**config.mk**
```make
export PLATFORM = sky130hd
export DESIGN_NAME = cmie_exec
export DESIGN_NICKNAME = d
export VERILOG_FILES = /design/src/cmie_pkg.sv /design/src/cmie_exec.sv
export VERILOG_INCLUDE_DIRS = /design/src
export SDC_FILE = /design/constraint.sdc
export NUM_CORES = 1
export LEC_CHECK = 0
export CAP_MARGIN = 0
export CORE_MARGIN = 2
export CORE_UTILIZATION = 47
export DETAILED_ROUTE_END_ITERATION = 16
export DONT_BUFFER_PORTS = 1
export GPL_TIMING_DRIVEN = 0
export PLACE_DENSITY_LB_ADDON = 0.2
export SKIP_CTS_REPAIR_TIMING = 1
export SLEW_MARGIN = 15
export SYNTH_ARGS = -nofsm -noshare
export SYNTH_HDL_FRONTEND = slang
export SYNTH_SLANG_ARGS = --single-unit
```
**constraint.sdc**
```tcl
create_clock -name CLK -period 10.2 [get_ports CLK]
set_input_delay 1.02 -clock CLK [delete_from_list [all_inputs] [get_ports CLK]]
set_output_delay 1.02 -clock CLK [all_outputs]
set_load 0.02 [all_outputs]
```
**src/cmie_defines.svh**
```systemverilog
// Purpose: constants for the misc instruction execution block
// Assumes: byte offsets on a 32-bit AXI4-Lite register bus
// Notes: vector codes and register offsets are local encodings
`ifndef CMIE_DEFINES_SVH
`define CMIE_DEFINES_SVH

// register byte offsets
`define CMIE_OFF_CMD 8'h00
`define CMIE_OFF_OPA 8'h04
`define CMIE_OFF_OPB 8'h08
`define CMIE_OFF_OPC 8'h0C
`define CMIE_OFF_PSR 8'h10
`define CMIE_OFF_RESULT 8'h14
`define CMIE_OFF_STATUS 8'h18
`define CMIE_OFF_PC 8'h1C

// command codes, CMD[3:0]
`define CMIE_OP_EA 4'h1
`define CMIE_OP_CINV 4'h2
`define CMIE_OP_CMP 4'h3
`define CMIE_OP_DI 4'h4
`define CMIE_OP_EI 4'h5
`define CMIE_OP_EIWAIT 4'h6
`define CMIE_OP_EXCP 4'h7

// PSR bit positions
`define CMIE_PSR_ZERO 0
`define CMIE_PSR_SGT 1
`define CMIE_PSR_UGT 2
`define CMIE_PSR_LOCAL 3
`define CMIE_PSR_GLOBAL 4
`define CMIE_PSR_SRCFG 5

// cache option bits in OPA
`define CMIE_CINV_I 0
`define CMIE_CINV_D 1
`define CMIE_CINV_U 2

// OPC fields for address calculation
`define CMIE_OPC_MODE_LSB 24
`define CMIE_OPC_DISP20 27
`define CMIE_OPC_PAIR_LSB 16

// address modes
`define CMIE_MODE_RELRP 3'h0
`define CMIE_MODE_IDXRP 3'h1
`define CMIE_MODE_REL 3'h2
`define CMIE_MODE_IDXABS 3'h3
`define CMIE_MODE_SHORT_ABSOLUTE 3'h4
`define CMIE_MODE_ABS24 3'h5

// short absolute remap and displacement masks
`define CMIE_SHORT_ABSOLUTE_LIMIT 24'h0EFFFF
`define CMIE_TOP_SEGMENT 24'hF00000
`define CMIE_DISP16_MASK 24'h00FFFF
`define CMIE_DISP14_MASK 24'h003FFF
`define CMIE_DISP20_MASK 24'h0FFFFF

// trap vectors
`define CMIE_VEC_SVC 4'h5
`define CMIE_VEC_DVZ 4'h6
`define CMIE_VEC_FLG 4'h7
`define CMIE_VEC_BPT 4'h8
`define CMIE_VEC_UND 4'hA

// length of the enable-and-wait instruction in bytes
`define CMIE_EIWAIT_LEN 24'h000002

// AXI responses
`define CMIE_RESP_OKAY 2'h0
`define CMIE_RESP_SLVERR 2'h2
`endif

```
**src/cmie_pkg.sv**
```systemverilog
// Purpose: types for the misc instruction execution block
// Assumes: constants live in cmie_defines.svh
// Notes: none
package cmie_pkg;
   typedef struct packed {
      logic srcfg;
      logic global_gate;
      logic local_gate;
      logic ugt;
      logic sgt;
      logic zero;
   } cmie_psr_type;

   typedef struct packed {
      logic unlocked_only;
      logic dcache;
      logic icache;
   } cmie_cinv_type;

   typedef struct packed {
      logic valid;
      logic [3:0] vector;
      logic [23:0] ret_addr;
   } cmie_trap_type;
endpackage

```
**src/cmie_exec.sv**
```systemverilog
// Purpose: executes address calc, cache invalidate, compare, irq gating and traps
// Assumes: one 100 MHz clock, AXI4-Lite register access, IRQ from a pin
// Notes: a write to CMD launches the command held in OPA/OPB/OPC
`include "cmie_defines.svh"
`timescale 1ns/100ps
`default_nettype none

// Contract
// - base pair plus zero-extended displacement, 24 bit
// - indexed base only from eight listed pairs
// - short absolute above limit ORs top segment
// - short absolute covers two windows
// - instruction and data cache options independent
// - unlocked option clears only unlocked lines
// - compare sets only three flags
// - zero flag set when sources equal
// - signed-greater flag on signed compare
// - unsigned-greater flag on unsigned compare
// - byte, word, doubleword compare widths
// - disable clears local gate
// - enable sets local gate, needs global
// - local gate changes two cycles later
// - enable-and-wait halts until interrupt
// - wait return address is next instruction
// - trap pushes its own address
// - reserved trap vector raises illegal opcode
// - only five vectors valid for trap
module cmie_exec (
   input wire logic CLK,
   input wire logic RST,
   input wire logic [7:0] S_AXI_AWADDR,
   input wire logic S_AXI_AWVALID,
   output logic S_AXI_AWREADY,
   input wire logic [31:0] S_AXI_WDATA,
   input wire logic [3:0] S_AXI_WSTRB,
   input wire logic S_AXI_WVALID,
   output logic S_AXI_WREADY,
   output logic [1:0] S_AXI_BRESP,
   output logic S_AXI_BVALID,
   input wire logic S_AXI_BREADY,
   input wire logic [7:0] S_AXI_ARADDR,
   input wire logic S_AXI_ARVALID,
   output logic S_AXI_ARREADY,
   output logic [31:0] S_AXI_RDATA,
   output logic [1:0] S_AXI_RRESP,
   output logic S_AXI_RVALID,
   input wire logic S_AXI_RREADY,
   input wire logic IRQ,
   output logic ICACHE_INV,
   output logic DCACHE_INV,
   output logic INV_UNLOCKED_ONLY,
   output logic IRQ_ACCEPT,
   output logic TRAP,
   output logic [3:0] TRAP_VECTOR,
   output logic [23:0] PUSH_ADDR,
   output logic HALTED
);

   logic aw_full_q, w_full_q, bvalid_q, rvalid_q;
   logic [7:0] aw_addr_q;
   logic [31:0] w_data_q;
   logic [3:0] w_strb_q;
   logic [1:0] bresp_q, rresp_q;
   logic [31:0] rdata_q;
   logic do_write, do_read;
   logic [31:0] opa_q, opb_q, opc_q;
   logic [23:0] pc_q, result_q;
   logic [31:0] pc_merged;
   logic ea_err_q;
   cmie_pkg::cmie_psr_type psr_q;
   cmie_pkg::cmie_cinv_type cinv_q;
   cmie_pkg::cmie_trap_type trap_q;
   logic irq_meta_q, irq_sync_q;
   logic gate_pend_q, gate_val_q, gate_pend2_q, gate_val2_q;
   logic halted_q, accept_q;
   logic launch;
   logic [3:0] op;
   logic accept;
   logic [23:0] ea_d;
   logic ea_err_d;
   logic cmp_eq, cmp_sgt, cmp_ugt;

   // byte-lane merge for register writes
   function automatic logic [31:0] merge(input logic [31:0] old, input logic [31:0] nw,
                                         input logic [3:0] strb);
      logic [31:0] r;
      r = old;
      for (int i = 0; i < 4; i++) begin
         if (strb[i]) begin
            r[i*8 +: 8] = nw[i*8 +: 8];
         end
      end
      return r;
   endfunction

   function automatic logic mapped(input logic [7:0] a);
      return (a[1:0] == 2'h0) && (a <= `CMIE_OFF_PC);
   endfunction

   // ---------------- AXI4-Lite slave ----------------
   assign S_AXI_AWREADY = !aw_full_q && !bvalid_q;
   assign S_AXI_WREADY = !w_full_q && !bvalid_q;
   assign S_AXI_BVALID = bvalid_q;
   assign S_AXI_BRESP = bresp_q;
   assign S_AXI_ARREADY = !rvalid_q;
   assign S_AXI_RVALID = rvalid_q;
   assign S_AXI_RDATA = rdata_q;
   assign S_AXI_RRESP = rresp_q;
   assign do_write = aw_full_q && w_full_q && !bvalid_q;
   assign do_read = S_AXI_ARVALID && !rvalid_q;

   always_ff @(posedge CLK or posedge RST) begin
      if (RST) begin
         aw_full_q <= 1'b0;
         aw_addr_q <= 8'h00;
      end else if (S_AXI_AWVALID && S_AXI_AWREADY) begin
         aw_full_q <= 1'b1;
         aw_addr_q <= S_AXI_AWADDR;
      end else if (do_write) begin
         aw_full_q <= 1'b0;
      end
   end

   always_ff @(posedge CLK or posedge RST) begin
      if (RST) begin
         w_full_q <= 1'b0;
         w_data_q <= 32'h00000000;
         w_strb_q <= 4'h0;
      end else if (S_AXI_WVALID && S_AXI_WREADY) begin
         w_full_q <= 1'b1;
         w_data_q <= S_AXI_WDATA;
         w_strb_q <= S_AXI_WSTRB;
      end else if (do_write) begin
         w_full_q <= 1'b0;
      end
   end

   always_ff @(posedge CLK or posedge RST) begin
      if (RST) begin
         bvalid_q <= 1'b0;
         bresp_q <= `CMIE_RESP_OKAY;
      end else if (do_write) begin
         bvalid_q <= 1'b1;
         bresp_q <= mapped(aw_addr_q) ? `CMIE_RESP_OKAY : `CMIE_RESP_SLVERR;
      end else if (S_AXI_BREADY) begin
         bvalid_q <= 1'b0;
      end
   end

   always_ff @(posedge CLK or posedge RST) begin
      if (RST) begin
         rvalid_q <= 1'b0;
         rdata_q <= 32'h00000000;
         rresp_q <= `CMIE_RESP_OKAY;
      end else if (do_read) begin
         rvalid_q <= 1'b1;
         rresp_q <= mapped(S_AXI_ARADDR) ? `CMIE_RESP_OKAY : `CMIE_RESP_SLVERR;
         unique case (S_AXI_ARADDR)
            `CMIE_OFF_OPA: rdata_q <= opa_q;
            `CMIE_OFF_OPB: rdata_q <= opb_q;
            `CMIE_OFF_OPC: rdata_q <= opc_q;
            `CMIE_OFF_PSR: rdata_q <= {26'h0000000, psr_q};
            `CMIE_OFF_RESULT: rdata_q <= {8'h00, result_q};
            `CMIE_OFF_STATUS: rdata_q <= {30'h00000000, ea_err_q, halted_q};
            `CMIE_OFF_PC: rdata_q <= {8'h00, pc_q};
            default: rdata_q <= 32'h00000000;
         endcase
      end else if (S_AXI_RREADY) begin
         rvalid_q <= 1'b0;
      end
   end

   // ---------------- operand registers ----------------
   assign launch = do_write && (aw_addr_q == `CMIE_OFF_CMD) && w_strb_q[0];
   assign op = w_data_q[3:0];
   assign pc_merged = merge({8'h00, pc_q}, w_data_q, w_strb_q);

   always_ff @(posedge CLK or posedge RST) begin
      if (RST) begin
         opa_q <= 32'h00000000;
         opb_q <= 32'h00000000;
         opc_q <= 32'h00000000;
         pc_q <= 24'h000000;
      end else if (do_write) begin
         if (aw_addr_q == `CMIE_OFF_OPA) begin
            opa_q <= merge(opa_q, w_data_q, w_strb_q);
         end
         if (aw_addr_q == `CMIE_OFF_OPB) begin
            opb_q <= merge(opb_q, w_data_q, w_strb_q);
         end
         if (aw_addr_q == `CMIE_OFF_OPC) begin
            opc_q <= merge(opc_q, w_data_q, w_strb_q);
         end
         if (aw_addr_q == `CMIE_OFF_PC) begin
            pc_q <= pc_merged[23:0];
         end
      end
   end

   // ---------------- effective address ----------------
   always_comb begin
      logic [23:0] disp;
      logic [3:0] pair;
      disp = opb_q[23:0] & (opc_q[`CMIE_OPC_DISP20] ? `CMIE_DISP20_MASK : `CMIE_DISP16_MASK);
      pair = opc_q[`CMIE_OPC_PAIR_LSB +: 4];
      ea_d = 24'h000000;
      ea_err_d = 1'b0;
      unique case (opc_q[`CMIE_OPC_MODE_LSB +: 3])
         `CMIE_MODE_RELRP: ea_d = opa_q[23:0] + disp;
         `CMIE_MODE_IDXRP: begin
            ea_err_d = psr_q.srcfg || !(pair inside {4'd0, 4'd2, 4'd4, 4'd6, 4'd8, 4'd10,
                                                     4'd3, 4'd5});
            if (!opc_q[`CMIE_OPC_DISP20]) begin
               disp = opb_q[23:0] & `CMIE_DISP14_MASK;
            end
            ea_d = opa_q[23:0] + {8'h00, opc_q[15:0]} + disp;
         end
         `CMIE_MODE_REL: begin
            if (!opc_q[`CMIE_OPC_DISP20]) begin
               disp = opb_q[23:0] & `CMIE_DISP14_MASK;
               ea_err_d = !psr_q.srcfg;
            end
            ea_d = {8'h00, opa_q[15:0]} + disp;
         end
         `CMIE_MODE_IDXABS: begin
            ea_err_d = psr_q.srcfg;
            ea_d = {8'h00, opc_q[15:0]} + (opb_q[23:0] & `CMIE_DISP20_MASK);
         end
         `CMIE_MODE_SHORT_ABSOLUTE: begin
            ea_d = opb_q[23:0] & `CMIE_DISP20_MASK;
            if (ea_d > `CMIE_SHORT_ABSOLUTE_LIMIT) begin
               ea_d = ea_d | `CMIE_TOP_SEGMENT;
            end
         end
         `CMIE_MODE_ABS24: ea_d = opb_q[23:0];
         default: ea_err_d = 1'b1;
      endcase
   end

   always_ff @(posedge CLK or posedge RST) begin
      if (RST) begin
         result_q <= 24'h000000;
         ea_err_q <= 1'b0;
      end else if (launch && op == `CMIE_OP_EA) begin
         result_q <= ea_d;
         ea_err_q <= ea_err_d;
      end
   end

   // ---------------- compare ----------------
   // width select: 0 byte, 1 word, 2+ doubleword
   always_comb begin
      logic [31:0] a, b;
      a = opa_q;
      b = opb_q;
      unique case (opc_q[1:0])
         2'h0: begin
            a = {{24{opa_q[7]}}, opa_q[7:0]};
            b = {{24{opb_q[7]}}, opb_q[7:0]};
         end
         2'h1: begin
            a = {{16{opa_q[15]}}, opa_q[15:0]};
            b = {{16{opb_q[15]}}, opb_q[15:0]};
         end
         default: begin
            a = opa_q;
            b = opb_q;
         end
      endcase
      cmp_eq = (a == b);
      cmp_sgt = $signed(a) > $signed(b);
      unique case (opc_q[1:0])
         2'h0: cmp_ugt = opa_q[7:0] > opb_q[7:0];
         2'h1: cmp_ugt = opa_q[15:0] > opb_q[15:0];
         default: cmp_ugt = opa_q > opb_q;
      endcase
   end

   // ---------------- PSR ----------------
   always_ff @(posedge CLK or posedge RST) begin
      if (RST) begin
         psr_q <= '0;
      end else begin
         if (do_write && aw_addr_q == `CMIE_OFF_PSR && w_strb_q[0]) begin
            psr_q.zero <= w_data_q[`CMIE_PSR_ZERO];
            psr_q.sgt <= w_data_q[`CMIE_PSR_SGT];
            psr_q.ugt <= w_data_q[`CMIE_PSR_UGT];
            psr_q.global_gate <= w_data_q[`CMIE_PSR_GLOBAL];
            psr_q.srcfg <= w_data_q[`CMIE_PSR_SRCFG];
         end
         // only three flags, no result stored
         if (launch && op == `CMIE_OP_CMP) begin
            psr_q.zero <= cmp_eq;
            psr_q.sgt <= cmp_sgt;
            psr_q.ugt <= cmp_ugt;
         end
         // gate lands two cycles after the command
         if (accept) begin
            psr_q.local_gate <= 1'b0;
         end else if (gate_pend2_q) begin
            psr_q.local_gate <= gate_val2_q;
         end
      end
   end

   always_ff @(posedge CLK or posedge RST) begin
      if (RST) begin
         gate_pend_q <= 1'b0;
         gate_val_q <= 1'b0;
         gate_pend2_q <= 1'b0;
         gate_val2_q <= 1'b0;
      end else begin
         // disable clears, enable and wait set
         gate_pend_q <= launch && (op == `CMIE_OP_DI || op == `CMIE_OP_EI ||
                                   op == `CMIE_OP_EIWAIT);
         gate_val_q <= (op != `CMIE_OP_DI);
         gate_pend2_q <= gate_pend_q;
         gate_val2_q <= gate_val_q;
      end
   end

   // ---------------- interrupt acceptance ----------------
   always_ff @(posedge CLK or posedge RST) begin
      if (RST) begin
         irq_meta_q <= 1'b0;
         irq_sync_q <= 1'b0;
      end else begin
         irq_meta_q <= IRQ;
         irq_sync_q <= irq_meta_q;
      end
   end

   // local and global gate both needed
   assign accept = irq_sync_q && psr_q.local_gate && psr_q.global_gate;

   always_ff @(posedge CLK or posedge RST) begin
      if (RST) begin
         halted_q <= 1'b0;
      end else if (accept) begin
         halted_q <= 1'b0;
      end else if (launch && op == `CMIE_OP_EIWAIT) begin
         halted_q <= 1'b1;
      end
   end

   // ---------------- traps, pushes and cache strobes ----------------
   always_ff @(posedge CLK or posedge RST) begin
      if (RST) begin
         trap_q <= '0;
         accept_q <= 1'b0;
      end else begin
         trap_q.valid <= 1'b0;
         accept_q <= accept;
         if (accept) begin
            trap_q.ret_addr <= halted_q ? pc_q + `CMIE_EIWAIT_LEN : pc_q;
         end else if (launch && op == `CMIE_OP_EXCP) begin
            trap_q.valid <= 1'b1;
            trap_q.ret_addr <= pc_q;
            if (opa_q[3:0] inside {`CMIE_VEC_SVC, `CMIE_VEC_DVZ, `CMIE_VEC_FLG,
                                   `CMIE_VEC_BPT, `CMIE_VEC_UND}) begin
               trap_q.vector <= opa_q[3:0];
            end else begin
               trap_q.vector <= `CMIE_VEC_UND;
            end
         end
      end
   end

   always_ff @(posedge CLK or posedge RST) begin
      if (RST) begin
         cinv_q <= '0;
      end else if (launch && op == `CMIE_OP_CINV) begin
         // independent options, none is a no-op
         cinv_q.icache <= opa_q[`CMIE_CINV_I];
         cinv_q.dcache <= opa_q[`CMIE_CINV_D];
         cinv_q.unlocked_only <= opa_q[`CMIE_CINV_U] &&
                                 (opa_q[`CMIE_CINV_I] || opa_q[`CMIE_CINV_D]);
      end else begin
         cinv_q <= '0;
      end
   end

   assign ICACHE_INV = cinv_q.icache;
   assign DCACHE_INV = cinv_q.dcache;
   assign INV_UNLOCKED_ONLY = cinv_q.unlocked_only;
   assign IRQ_ACCEPT = accept_q;
   assign TRAP = trap_q.valid;
   assign TRAP_VECTOR = trap_q.vector;
   assign PUSH_ADDR = trap_q.ret_addr;
   assign HALTED = halted_q;

endmodule
`default_nettype wire

```
Word level (Yosys, flattened, before mapping)
Index checks and enable logic that the tools add are counted.
{"block": "classes", "n_lt_le_gt_ge": 7, "reduce_logical": 65, "n_addsub": 6, "n_mux": 33, "eq_ne": 39, "bitwise_logic": 2}
{"cell": "$pmux 32 s7", "n": 1}
{"cell": "$mux 24", "n": 6}
{"cell": "$pmux 24 s6", "n": 1}
{"cell": "$pmux 32 s2", "n": 2}
{"cell": "$gt 32x32->1", "n": 2}
{"cell": "$add 24x24->24", "n": 2}
{"cell": "$eq 8x5->1 const B", "n": 6}
{"cell": "$reduce_and 3->1", "n": 15}
{"cell": "$eq 4x3->1 const B", "n": 10}
{"cell": "$eq 32x32->1", "n": 1}
{"cell": "$eq 8x4->1 const B", "n": 4}
{"cell": "$mux 29", "n": 1}
{"cell": "$add 16x24->24", "n": 1}
{"cell": "$add 24x16->24", "n": 1}
{"cell": "$add 24x2->24 const B", "n": 1}
{"cell": "$and 24x20->24", "n": 1}
{"cell": "$logic_and 1x1->1", "n": 22}
{"cell": "$add 16x20->21", "n": 1}
{"cell": "$gt 20x20->1 const B", "n": 1}
{"cell": "$mux 20", "n": 1}
{"cell": "$eq 4x2->1 const B", "n": 4}
{"cell": "$eq 4x4->1 const B", "n": 4}
{"cell": "$eq 8x3->1 const B", "n": 2}
{"cell": "$gt 16x16->1", "n": 1}
{"cell": "27 further kinds", "n": 61}
{"block": "word_totals", "in_bits": 60, "register_bits": 275, "output_inout_bits": 75}

Logic depth before layout (Yosys ltp)
{"block": "logic_depth", "word_depth": 7, "mapped_depth": 15, "mapped_depth_nobuf": 13}

Worst setup path before layout
No wires, ideal clock.
{"block": "synth_path", "kind": "reg2reg", "start": "register opa_q[1]", "end": "register result_q[23]", "setup_slack_ns": 6.919, "path_stages_with_launch": 13, "t_arrival_ns": 3.218, "synth_period_minus_slack_ns": 3.281, "required_time_ns": 10.137, "path_buffers": 0, "cell_sequence": "dfrtp_1 > fa_1 > ha_1 > fa_1 > a211oi_1 > o21ai_0 > o21ai_0 > a211o_1 > o211ai_1 > and3_1 > o211a_1 > nor3_1 > o2bb2a_4"}
{"block": "synth_between", "elab_chain_cells": 3, "word_cells_on_any_way": 5}
{"item": "start, declared", "line_no": "cmie_exec.sv:66", "source": "logic [31:0] opa_q, opb_q, opc_q;"}
{"item": "start signal, assigned", "line_no": "cmie_exec.sv:186", "source": "opa_q <= merge(opa_q, w_data_q, w_strb_q);"}
{"item": "$add 24x16->24", "line_no": "cmie_exec.sv:216", "source": "ea_d = opa_q[23:0] + {8'h00, opc_q[15:0]} + disp;"}
{"item": "$add 24x24->24", "line_no": "cmie_exec.sv:216"}
{"item": "$pmux 24 s6 (*)", "line_no": "cmie_exec.sv:208", "source": "unique case (opc_q[`CMIE_OPC_MODE_LSB +: 3])"}
{"item": "end signal, assigned", "line_no": "cmie_exec.sv:242", "source": "result_q <= 24'h000000;"}
{"item": "end signal, assigned", "line_no": "cmie_exec.sv:245", "source": "result_q <= ea_d;"}
{"item": "end, declared", "line_no": "cmie_exec.sv:67", "source": "logic [23:0] pc_q, result_q;"}
Every way passes the cells marked *; elsewhere a longest branch is shown, timed or not.
A chain may end at the register's enable or synchronous reset.

Worst setup path in the final report
{"block": "layout_path", "start": "register opc_q[0]", "end": "register psr_q[1] in the netlist's numbering"}
{"block": "layout_between", "elab_chain_cells": 4, "word_cells_on_any_way": 6}
{"item": "start, declared", "line_no": "cmie_exec.sv:66"}
{"item": "start signal, assigned", "line_no": "cmie_exec.sv:192", "source": "opc_q <= merge(opc_q, w_data_q, w_strb_q);"}
{"item": "$eq 2x1->1 or $logic_not 2->1 (tied branches)", "line_no": "cmie_exec.sv:256", "source": "unique case (opc_q[1:0])"}
{"item": "$pmux 32 s2", "line_no": "cmie_exec.sv:256"}
{"item": "$gt 32x32->1 (*)", "line_no": "cmie_exec.sv:271", "source": "cmp_sgt = $signed(a) > $signed(b);"}
{"item": "$mux 3 (*)", "line_no": "cmie_exec.sv:292", "source": "if (launch && op == `CMIE_OP_CMP) begin"}
{"item": "end, declared", "line_no": "cmie_exec.sv:70", "source": "cmie_pkg::cmie_psr_type psr_q;"}
Marks and branches as above.

==> impl_results.rst <==
.. list-table::
   :header-rows: 1

   * - Metric
     - Value
   * - Sequential cell area in the final layout
     - 6832 um2
   * - Arrival time of the worst setup path
     - 4.86 ns
   * - TritonCTS sink count
     - 273
   * - Cell area after layout
     - 19190 um2
   * - Sequential share of the synthesized area
     - 38.92%
   * - Highest net fanout along the worst path
     - 10
   * - Required time of the critical path
     - about 11 ns
   * - Min Clock Period, post-route
     - 4.409 ns
   * - WL/cell
     - 24.82 um
   * - Remaining antenna violation count after routing
     - 0
   * - Count leader, synth
     - dfrtp_1
   * - Proportion of power drawn by flip-flops and latches
     - between 30% and 40%
   * - Source-to-sink clock delay at the later pin of the worst-skew pair
     - ~0.58 ns
   * - CP cell instances
     - clkbuf_1 -> nor2b_1 -> a211oi_1 -> clkbuf_1 -> a21oi_1 -> ha_1 -> a21o_1 -> a21o_1 -> a21oi_1 -> o21ai_0 -> a221oi_1 -> a21boi_0 -> o21ai_0 -> a21oi_1
   * - Library cell occupying the most area in the post-synthesis netlist
     - dfrtp_1
   * - Post-synth EDFFs
     - 0
   * - Switching share of power
     - 38.39%
   * - Starting density of the core
     - between 40% and 50%
   * - Largest vdd supply drop
     - 0.1422 mV
   * - Mean post-synth cell area
     - 9.800 um2
   * - Reg-to-reg setup timing slack
     - 5.79 ns
   * - Most common library cells after synthesis
     - dfrtp_1, mux2_2, nand2_1
   * - Via count of the first global-routing pass
     - 14239
   * - Clock share of power
     - 27.4%
   * - Final Net Count
     - 2024
   * - Classification of the worst setup path
     - reg -> reg
   * - Number of antenna diodes
     - 0
   * - Full die area
     - 38910 um2
   * - Smallest hold slack
     - 0.3486 ns
   * - Wire length of the first global-routing pass
     - 87080 um
   * - Switching power total
     - approximately 0.0015 W
   * - DR vias
     - ~14000
   * - CP endpoint kind
     - register
   * - Post-synth cell types
     - 72
   * - DRC marker count from the first detailed-route iteration
     - 1338
   * - Share of final-layout standard cells stronger than drive strength 1
     - between 10 and 15%
   * - Antenna violations before repair
     - 0
   * - Multi-input gate area in the final layout
     - 10090 um2
   * - Synth-to-layout area growth
     - 9.360%
   * - Cell occurring most often along the worst timing path
     - a21oi_1
   * - Leading post-synthesis cells by cell area
     - dfrtp_1, mux2_2, ha_1
   * - Buffer cell driving the clock tree root
     - clkbuf_16
   * - Sum of negative setup slack
     - 0 ns
   * - Worst setup endpoint
     - psr_q[1]
   * - Depth of the worst register-to-register path
     - 14
   * - Family with the most delay on the worst path
     - compound AO/OA/AOI/OAI gates
   * - Number of buffers created by CTS
     - 30
   * - Clk buf depth
     - 3
   * - Buffering stage count on the worst path with inverters included
     - 2
   * - Logic gate share of total power
     - 33.8%
   * - Power per Cell Area
     - 208.2 nW/um2
   * - Area of the mapped netlist
     - 17550 um2
   * - Total routing usage reported by global routing
     - 29.65%
   * - Hold/Removal Path Class
     - in -> async
   * - FFs w/ async S/R, synth
     - 100.0%
   * - Clock-pin slew on the worst setup and hold paths
     - 0.06 ns
   * - TritonCTS clock tree
     - done
   * - Post-layout power
     - roughly 0.004 W
   * - Number of failing setup endpoints in the final timing report
     - 0
   * - Startpoint class of the critical path
     - register
   * - Number of max-capacitance violations reported
     - 0
   * - Internal Power
     - around 0.0025 W
   * - Number of warnings reported in the yosys synthesis log
     - 0
   * - Worst path depth
     - 14
   * - End of the worst register-to-register path
     - psr_q[1]
   * - Proportion of netlist area held by the largest area contributor
     - 38.92%
   * - Critical path launch point
     - opc_q[0]
   * - H-Tree Level Count
     - 1
   * - Setup skew after layout
     - 0.01429 ns
   * - Final count of pins violating max slew
     - 0
   * - Total of buffers placed on input and output ports
     - 0
   * - RR Startpoint
     - opc_q[0]
   * - Outcome
     - completed
   * - Pin count of the biggest net entering global routing
     - between 100 and 150
   * - Share of the clock period used by the worst path
     - between 40 and 50%
   * - Cells after synthesis
     - 1791
   * - Core region area
     - ~37000 um2
   * - Final hold violation count
     - 0
   * - Register bit total from synthesis
     - 273
   * - Remaining max-slew budget at the tightest pin
     - between 20% and 30%
   * - Average via count per standard cell
     - 6.226
   * - Total Routed Length
     - 57460 um
   * - Ports placed on the boundary
     - 135
   * - Transition time at the pin with the least slew margin
     - 1.187 ns
   * - Flip-flop cell with the highest count after synthesis
     - dfrtp_1
   * - RSZ-0062 raised after global routing
     - false
   * - Placed instance area
     - 18200 um2
   * - Die Y-Extent
     - 197.2 um
   * - Remaining DRCs
     - 0
   * - Max incr delay on CP
     - ~0.86 ns
   * - Final GP Congestion
     - 0.9497
   * - Fillcell total
     - 3381
   * - Horizontal die dimension
     - 197.2 um
   * - FMAX
     - roughly 230 MHz
   * - Number of rows created at floorplan
     - 70
   * - First-pass detailed-route iteration total
     - 5
   * - Leakage
     - between 8 and 9 nW
   * - Critical path's slowest cell
     - a211oi_1
   * - Half-perimeter wire length after placement
     - 43530 um
   * - Overflow left after global routing
     - 0
[power by group through the flow]
stage                     clock network, W  registers, W  logic (W)
final                              0.00109       0.00155    0.00135
after global routing               0.00116       0.00158    0.00148
after CTS                          0.00112       0.00155    0.00133
after detailed placement                 0       0.00157    0.00132
after global placement                   0       0.00156    0.00129
after floorplan                          0       0.00146   0.000992
[cell usage in the layout, fill, tap and decap left out, types with 15 or more instances in the layout]
cell         n
nand4_1     26
xor2_1      31
a21oi_1    146
clkbuf_16   30
a31oi_1     15
nor2b_1     22
nor2_1     109
o21ai_0    132
inv_1       87
and2_1      15
a22oi_1     36
clkbuf_1    74
mux4_2      18
ha_1       119
nor3_1      21
a21o_1      35
xnor2_1     39
dfrtp_1    273
fa_1        19
mux2_2     166
nand2_1    154
nand3_1     45
[sequential cells by signal, indices dropped and copies added (netlist names), 4 cells and up]
name,count
PUSH_ADDR,24
opc_q,32
opb_q,32
result_q,24
psr_q,6
w_strb_q,4
TRAP_VECTOR,4
S_AXI_RDATA,32
w_data_q,32
opa_q,32
pc_q,24
aw_addr_q,8
[worst reg2reg max path: cells and delay by family (launching register included)]
kind                       cells  cell delay [ns]
and+or+nand+nor                1             0.09
DFF                            1             0.39
buffers and inverters          2             0.84
AOI/OAI and AO/OA             10             2.60
adders and majority gates      1             0.34
[worst min path at each step]
stage                      from  slack (ns)  cells past startpoint            to
finish                      RST        0.35                      1  w_data_q[14]
global placement     gate_val_q        0.33                      0   gate_val2_q
global route         gate_val_q        0.36                      0   gate_val2_q
detailed placement   gate_val_q        0.34                      0   gate_val2_q
floorplan           gate_pend_q        0.33                      0  gate_pend2_q
CTS                 gate_pend_q        0.35                      0  gate_pend2_q
[logic make-up (layout without fill, tap and decap cells)]
logic type,after synthesis,in the layout,share of synthesized area [%]
muxes,192,192,13.42
buffers and inverters,167,222,3.671
adders and majority gates,138,138,10.65
other,1,2,0.02137
xor gates and xnor gates,70,70,3.493
and+or+nand+nor,461,461,12.43
AOI/OAI and AO/OA,489,489,17.39
DFF,273,273,38.92
[per-stage QoR]
step / cells / utilization, % / setup WS (ns)
CTS: 2315 / 52.28 / 5.962
global route: 2315 / 52.30 / 5.551
detailed placement: 2262 / 49.60 / 6.025
finish: 2315 / 52.30 / 5.791
global placement: 2260 / 49.43 / -1.463
floorplan: 1792 / - / 1.656
[area by class of cell]
cell class / count / share of cell area [%]
buffer: 79 / 1.636
clock buffer: 43 / 4.530
clock inverter: 10 / 0.5932
inverter: 88 / 1.760
multi-input combinational: 1352 / 52.55
sequential: 273 / 35.59
tap: 468 / 3.051
timing repair buffer: 2 / 0.2868
[layer usage]
layer  track usage, %  part of all wire, %  up-vias
li1                 -                    -     6583
met2            47.47                   46      527
met3            4.746                  6.8      124
met4            12.06                  4.4        0
met1            40.23                   43     7179
met5                0                    0        -
Note: power is estimated with default switching activity, not from simulation.
